<file path="config.mk">
export PLATFORM = sky130hd
export DESIGN_NAME = iir_redirector
export DESIGN_NICKNAME = d
export VERILOG_FILES = /design/src/iir_redirector.v
export VERILOG_INCLUDE_DIRS = /design/src
export SDC_FILE = /design/constraint.sdc
export NUM_CORES = 2
export LEC_CHECK = 0
export BUFFER_PORTS_ARGS = -buffer_cell sky130_fd_sc_hd__buf_2
export CORE_MARGIN = 3
export CORE_UTILIZATION = 35
export CTS_CLUSTER_DIAMETER = 50
export DETAILED_ROUTE_END_ITERATION = 10
export RECOVER_POWER = 100
export SLEW_MARGIN = 25
export SYNTH_ARGS = -nofsm -noshare
export SYNTH_HDL_FRONTEND = slang
export SYNTH_SLANG_ARGS = --single-unit
</file>
<file path="constraint.sdc">
create_clock -name clk -period 8.5 [get_ports clk]
set_input_delay 0 -clock clk [delete_from_list [all_inputs] [get_ports clk]]
set_output_delay 0 -clock clk [all_outputs]
set_load 0.005 [all_outputs]
</file>
<file path="src/iir_defines.vh">
// constants for the indexed interrupt redirector
// assumes byte addresses on a 32-bit memory bus
`ifndef IIR_DEFINES_VH
`define IIR_DEFINES_VH
`define IIR_ADDR_INDEX 32'hfec00000
`define IIR_ADDR_DATA 32'hfec00010
`define IIR_IDX_IDENTITY 8'h00
`define IIR_IDX_VERSION 8'h01
`define IIR_IDX_ARB 8'h02
`define IIR_IDX_ENT_FIRST 8'h10
`define IIR_IDX_ENT_LAST 8'h3f
`define IIR_ID_HI 27
`define IIR_ID_LO 24
`define IIR_BIT_MASK 16
`define IIR_BIT_TRIG 15
`define IIR_BIT_IRR 14
`define IIR_BIT_POL 13
`define IIR_BIT_PEND 12
`define IIR_BIT_DMODE 11
`define IIR_DLV_HI 10
`define IIR_DLV_LO 8
`define IIR_VEC_HI 7
`define IIR_VEC_LO 0
`define IIR_PHYS_HI 3
`define IIR_INDEX_RESET 8'h00
`define IIR_ENT_LOW_RESET 17'h10000
`define IIR_ENT_LOW_WMASK 17'h1afff
`define IIR_ID_RESET 4'h0
`define IIR_BE_ALL 4'hf
`endif

</file>
<file path="src/iir_redirector.v">
// indexed interrupt redirection unit: index/data ports, 24 entries, message out
// assumes inputs synchronous to clk; destination acknowledges with msg_accept
// assumes the destination may hold off msg_accept for any number of cycles
`include "iir_defines.vh"
module iir_redirector #(
  parameter N_IN = 24,
  parameter [31:0] VERSION_VALUE = 32'h00010002 // arbitrary value
) (
  // clock and reset
  input wire clk,
  input wire reset_n,
  // memory-mapped access
  input wire [31:0] mem_addr,
  input wire mem_wr,
  input wire mem_rd,
  input wire [3:0] mem_be,
  input wire [31:0] mem_wdata,
  output reg [31:0] mem_rdata,
  output reg mem_rvalid,
  // interrupt inputs
  input wire [N_IN-1:0] irq_in,
  // interrupt message to processors
  output reg msg_valid,
  output reg [7:0] msg_dest,
  output reg msg_dest_logical,
  output reg [2:0] msg_delivery,
  output reg msg_level,
  output reg [7:0] msg_vector,
  output reg [4:0] msg_input,
  input wire msg_accept,
  // end of interrupt from processors
  input wire eoi_valid,
  input wire [7:0] eoi_vector
);

  reg [7:0] index;
  reg [3:0] unit_id;
  reg [3:0] arb_id;
  reg [16:0] ent_low [0:N_IN-1];
  reg [7:0] ent_dest [0:N_IN-1];
  reg [N_IN-1:0] request_received_flag;
  reg [N_IN-1:0] pend;
  reg [N_IN-1:0] prev_active;
  reg [4:0] next_sel;
  reg next_found;
  integer k_sel;
  integer k_ent;
  integer k_irr;
  integer k_pend;
  reg [31:0] next_rdata;
  reg next_rvalid;

  // true when the index falls in the entry range
  function is_entry;
    input [7:0] idx;
    begin
      is_entry = (idx >= `IIR_IDX_ENT_FIRST) && (idx <= `IIR_IDX_ENT_LAST);
    end
  endfunction

  // entry number for an entry index
  function [4:0] entry_of;
    input [7:0] idx;
    reg [7:0] off;
    begin
      off = idx - `IIR_IDX_ENT_FIRST;
      entry_of = off[5:1];
    end
  endfunction

  // low word of an entry as software sees it; status bits come from hardware
  function [31:0] low_word;
    input [16:0] cfg;
    input irr_bit;
    input pend_bit;
    begin
      low_word = 32'h00000000;
      low_word[`IIR_BIT_MASK] = cfg[`IIR_BIT_MASK];
      low_word[`IIR_BIT_TRIG] = cfg[`IIR_BIT_TRIG];
      low_word[`IIR_BIT_IRR] = irr_bit & cfg[`IIR_BIT_TRIG];
      low_word[`IIR_BIT_POL] = cfg[`IIR_BIT_POL];
      low_word[`IIR_BIT_PEND] = pend_bit;
      low_word[`IIR_BIT_DMODE] = cfg[`IIR_BIT_DMODE];
      low_word[`IIR_DLV_HI:`IIR_VEC_LO] = cfg[`IIR_DLV_HI:`IIR_VEC_LO];
    end
  endfunction

  // physical mode keeps only the four id bits of the destination
  function [7:0] dest_of;
    input logical;
    input [7:0] dest;
    begin
      if (logical) begin
        dest_of = dest;
      end else begin
        dest_of = {4'h0, dest[`IIR_PHYS_HI:0]};
      end
    end
  endfunction

  // register port decode
  wire sel_index = (mem_addr == `IIR_ADDR_INDEX);
  wire sel_data = (mem_addr == `IIR_ADDR_DATA);
  wire data_wr = mem_wr && sel_data && (mem_be == `IIR_BE_ALL);
  wire index_wr = mem_wr && sel_index && mem_be[0];
  wire [4:0] cur_ent = entry_of(index);
  wire cur_is_ent = is_entry(index);
  // configuration of the input about to be sent
  wire [16:0] sel_cfg = ent_low[next_sel];
  wire [7:0] sel_dest = ent_dest[next_sel];
  wire msg_taken = msg_valid && msg_accept;

  // per-input configuration and detection
  wire [N_IN-1:0] cfg_mask;
  wire [N_IN-1:0] cfg_level;
  wire [N_IN-1:0] active;
  wire [N_IN-1:0] event_in;
  wire [N_IN-1:0] eoi_hit;
  genvar g;
  generate
    for (g = 0; g < N_IN; g = g + 1) begin : g_in
      assign cfg_mask[g] = ent_low[g][`IIR_BIT_MASK];
      assign cfg_level[g] = ent_low[g][`IIR_BIT_TRIG];
      assign active[g] = irq_in[g] ^ ent_low[g][`IIR_BIT_POL];
      assign event_in[g] = !cfg_mask[g] && (cfg_level[g] ?
        (active[g] && !request_received_flag[g] && !pend[g]) :
        (active[g] && !prev_active[g]));
      assign eoi_hit[g] = eoi_valid && (eoi_vector == ent_low[g][7:0]);
    end
  endgenerate

  // lowest pending input wins the message slot
  always @* begin
    next_sel = 5'h00;
    next_found = 1'b0;
    for (k_sel = N_IN - 1; k_sel >= 0; k_sel = k_sel - 1) begin
      if (pend[k_sel]) begin
        next_sel = k_sel[4:0];
        next_found = 1'b1;
      end
    end
  end

  // index register and identity registers
  always @(posedge clk or negedge reset_n) begin
    if (!reset_n) begin
      index <= `IIR_INDEX_RESET;
      unit_id <= `IIR_ID_RESET;
      arb_id <= `IIR_ID_RESET;
    end else begin
      if (index_wr) begin
        index <= mem_wdata[7:0];
      end
      if (data_wr && index == `IIR_IDX_IDENTITY) begin
        unit_id <= mem_wdata[`IIR_ID_HI:`IIR_ID_LO];
        arb_id <= mem_wdata[`IIR_ID_HI:`IIR_ID_LO];
      end
    end
  end

  // redirection entry storage
  always @(posedge clk or negedge reset_n) begin
    if (!reset_n) begin
      for (k_ent = 0; k_ent < N_IN; k_ent = k_ent + 1) begin
        ent_low[k_ent] <= `IIR_ENT_LOW_RESET;
        ent_dest[k_ent] <= 8'h00;
      end
    end else if (data_wr && cur_is_ent && cur_ent < N_IN) begin
      if (index[0]) begin
        ent_dest[cur_ent] <= mem_wdata[31:24];
      end else begin
        ent_low[cur_ent] <= mem_wdata[16:0] & `IIR_ENT_LOW_WMASK;
      end
    end
  end

  // edge history for the edge-triggered inputs
  always @(posedge clk or negedge reset_n) begin
    if (!reset_n) begin
      prev_active <= {N_IN{1'b0}};
    end else begin
      prev_active <= active;
    end
  end

  // request-received: detection beats a same-cycle end-of-interrupt
  always @(posedge clk or negedge reset_n) begin
    if (!reset_n) begin
      request_received_flag <= {N_IN{1'b0}};
    end else begin
      for (k_irr = 0; k_irr < N_IN; k_irr = k_irr + 1) begin
        if (event_in[k_irr] && cfg_level[k_irr]) begin
          request_received_flag[k_irr] <= 1'b1;
        end else if (eoi_hit[k_irr] || !cfg_level[k_irr]) begin
          request_received_flag[k_irr] <= 1'b0;
        end
      end
    end
  end

  // pending delivery: a new event beats a same-cycle accept
  always @(posedge clk or negedge reset_n) begin
    if (!reset_n) begin
      pend <= {N_IN{1'b0}};
    end else begin
      for (k_pend = 0; k_pend < N_IN; k_pend = k_pend + 1) begin
        if (event_in[k_pend]) begin
          pend[k_pend] <= 1'b1;
        end else if (msg_taken && msg_input == k_pend[4:0]) begin
          pend[k_pend] <= 1'b0;
        end
      end
    end
  end

  // message out: held until accepted
  always @(posedge clk or negedge reset_n) begin
    if (!reset_n) begin
      msg_valid <= 1'b0;
      msg_dest <= 8'h00;
      msg_dest_logical <= 1'b0;
      msg_delivery <= 3'h0;
      msg_level <= 1'b0;
      msg_vector <= 8'h00;
      msg_input <= 5'h00;
    end else if (msg_valid) begin
      if (msg_accept) begin
        msg_valid <= 1'b0;
      end
    end else if (next_found) begin
      msg_valid <= 1'b1;
      msg_input <= next_sel;
      msg_dest_logical <= sel_cfg[`IIR_BIT_DMODE];
      msg_dest <= dest_of(sel_cfg[`IIR_BIT_DMODE], sel_dest);
      msg_delivery <= sel_cfg[`IIR_DLV_HI:`IIR_DLV_LO];
      msg_level <= sel_cfg[`IIR_BIT_TRIG];
      msg_vector <= sel_cfg[`IIR_VEC_HI:`IIR_VEC_LO];
    end
  end

  // read data chosen a cycle ahead so that mem_rdata is a plain flip-flop
  always @* begin
    next_rvalid = mem_rd && (sel_index || sel_data);
    next_rdata = 32'h00000000;
    if (mem_rd && sel_index) begin
      next_rdata = {24'h000000, index};
    end else if (mem_rd && sel_data) begin
      case (index)
        `IIR_IDX_IDENTITY: begin
          next_rdata = {4'h0, unit_id, 24'h000000};
        end
        `IIR_IDX_VERSION: begin
          next_rdata = VERSION_VALUE;
        end
        `IIR_IDX_ARB: begin
          next_rdata = {4'h0, arb_id, 24'h000000};
        end
        default: begin
          if (cur_is_ent && cur_ent < N_IN) begin
            if (index[0]) begin
              next_rdata = {ent_dest[cur_ent], 24'h000000};
            end else begin
              next_rdata = low_word(ent_low[cur_ent], request_received_flag[cur_ent], pend[cur_ent]);
            end
          end else begin
            next_rdata = 32'h00000000;
          end
        end
      endcase
    end
  end

  // read answer registered one cycle after the strobe
  always @(posedge clk or negedge reset_n) begin
    if (!reset_n) begin
      mem_rdata <= 32'h00000000;
      mem_rvalid <= 1'b0;
    end else begin
      mem_rdata <= next_rdata;
      mem_rvalid <= next_rvalid;
    end
  end

endmodule

</file>
==> run metrics <==
Synth Instances=2756; Worst Path Required=9.03 ns; Vias/cell=5.83; Fillers=9788; Worst-path clk slew=0.06 ns; CTS tree=done; clock latency on the worst-skew pair=0.67 ns; die height=332 µm; Slew headroom=-173%; most common library cells after synthesis=665 x dfrtp_1, 582 x mux2_2, 271 x mux4_2; design area=42700 µm²; post-CTS setup buffer count=0; minimum clock period=6.42 ns; final global-route overflow total=0; Lkg Pwr=18.7 nW; Starting Density=35.3%; sequential-to-total area share from yosys stat=46.3%; Resize count post-CTS=0; top_reg_cell synth=dfrtp_1; layout cell share with drive strength beyond 1=40.5%; worst setup path class=flop to flop; first-pass GRT wire length=179 mm; CP endpoint kind=flop; Layout Utilization=40.5%; hpwl dp=78.1 mm; Critical Path Fanout Max=42; die area=111000 µm²; Worst VDD drop=0.141 mV; drt pass-1 iters=5; GP Congestion=0.877; period utilisation layout=75.5%; CTS Hold Bufs=53; count leader, synth=dfrtp_1; via count=25400; worst hold slack=0.0401 ns; antenna violations before repair=5; area share of the largest cell type after synthesis=44.6%; Worst-Margin Slew=4.10 ns; setup TNS=0 ns; HP Class=primary input to flop; failing checks=capacitance limit, slew limit; Worst setup SP type=flop; final worst setup slack=2.08 ns; clock sinks=689; Die Width=332 µm; worst setup skew after layout=0.0434 ns; Cell Area, Placed=39400 µm²; WL per Instance=27.6 µm; dpl ws=4.16 ns; Synth Cell Area=37300 µm²; largest net degree at the start of global routing=162; Area contributors post-synth=dfrtp_1 45%, mux2_2 18%, mux4_2 16%; final hold vios=0; asr flop ratio synth=100%; area occupied by multi-input gates=19100 µm²; Power Density=183 nW/µm²; YS warnings=0; port bufs=149; Fmax=156 MHz; residual DRC count=0; Final ANT Viol Nets=0; vias in the first global route=25600; CTS root buf=clkbuf_16; CTS H-tree depth=3; core area=106000 µm²; cts bufs inserted=89; max cap viols=21; Setup violations, final=0; RSZ-0062 raised after global routing=false; Worst Path Arrival=6.94 ns; Max Slew Vio Count=909; # nets final=2993; initial DRC count=2318; total wire length=120 mm; row cnt=119; FF+latch area=17300 µm²; dominant cell type by area after synthesis=dfrtp_1; All-Layer GR Usage=21.6%; Clock Path Buffers=3; register bit total from synthesis=689; area grow syn2layout=14.6%; outcome=finished, violations left; number of top-level pins=166; EDFF count, synth=0; Avg Cell Area, Syn=13.5 µm²; Distinct cells, synth=64
## final timing paths
check,start,end,slack [ns],depth (start not counted)
min reg2reg,msg_dest[4]$_DFFE_PN0P_,msg_dest[4]$_DFFE_PN0P_,0.50,2
max,index[3]$_DFFE_PN0P_,cfg_level[12]$_DFFE_PN0P_,2.08,3
min in group asynchronous,reset_n,mem_rdata[28]$_DFF_PN0_,1.29,3
min,mem_be[0],index[5]$_DFFE_PN0P_,0.04,3
max in group asynchronous,reset_n,ent_low[105]$_DFFE_PN0P_,4.23,3
max reg2reg,index[3]$_DFFE_PN0P_,cfg_level[12]$_DFFE_PN0P_,2.08,3
## worst max-delay path: stages, from the launching register on
cell and delay [ns]:
dfrtp_1 1.73, clkbuf_1 1.91, nand3_1 1.88, mux2_2 0.72
## through the flow
stage	std cells	power [mW]
CTS	4349	7.91
floorplan	2762	3.71
finish	4352	7.84
detailed placement	4129	3.97
global placement	4128	3.97
global route	4349	8.09
## layout by cell type (no fill, tap or decap), drive strengths merged, types with 6 or more instances in the layout
master       instances
dfrtp              665
mux2               583
mux4               271
xor2               192
clkbuf             181
nand2              174
buf                138
nor2                99
o21ai               75
a22oi               70
dlygate4sd3         52
nand3               50
nor4                39
o41ai               28
xnor2               24
a21boi              24
dfstp               24
inv                 22
nand3b              21
clkinv              17
a41oi               16
a21oi               15
a31oi               14
and3                12
o221ai              12
nor3                12
mux2i               11
nor2b               10
nand2b               9
o211ai               9
clkinvlp             8
bufinv               8
or4                  7
conb                 7
or3                  7
a211oi               6
or2                  6
## logic make-up after synthesis
kind of cell | count (synthesis) | synth area share, %
muxes | 865 | 34.3
DFF | 689 | 46.3
and+or+nand+nor | 458 | 6.04
AOI/OAI and AO/OA | 292 | 5.52
buffers and inverters | 230 | 2.65
xor gates and xnor gates | 216 | 5.07
adders and majority gates | 5 | 0.168
other | 1 | 0.0101
## report_power, final
group | total, mW | internal, mW | switching (mW)
clock | 3.92 | 2.34 | 1.58
combinational | 0.585 | 0.182 | 0.403
sequential | 3.33 | 3.31 | 0.0281
total | 7.84 | 5.82 | 2.01
## state kept, by name, summed over array words and instances, names as in the netlist, 3 cells and up
register and flops:
ent_low 312, ent_dest 192, mem_rdata 25, cfg_level 24, cfg_mask 24, pend 24
prev_active 24, request_received_flag 24, index 8, msg_dest 8, msg_vector 8, msg_input 5
arb_id 4, msg_delivery 3
## final cells by class
cell class,instances,share of cell area [%]
inverter,12,0.105
multi-input combinational,1843,44.6
clock inverter,43,1.35
antenna,3,0.0176
tap,1391,4.07
sequential,689,40.4
clock buffer,124,5.85
timing repair buffer,247,3.58
## layer usage
layer	wire length [µm]	global-route usage, %	vias up
met3	9450	3.94	209
met1	53000	31.4	13500
met5	13	0	-
met2	53400	32.4	1032
met4	4090	7.41	2
li1	-	-	10700
Note: power is estimated with default switching activity, not from simulation.
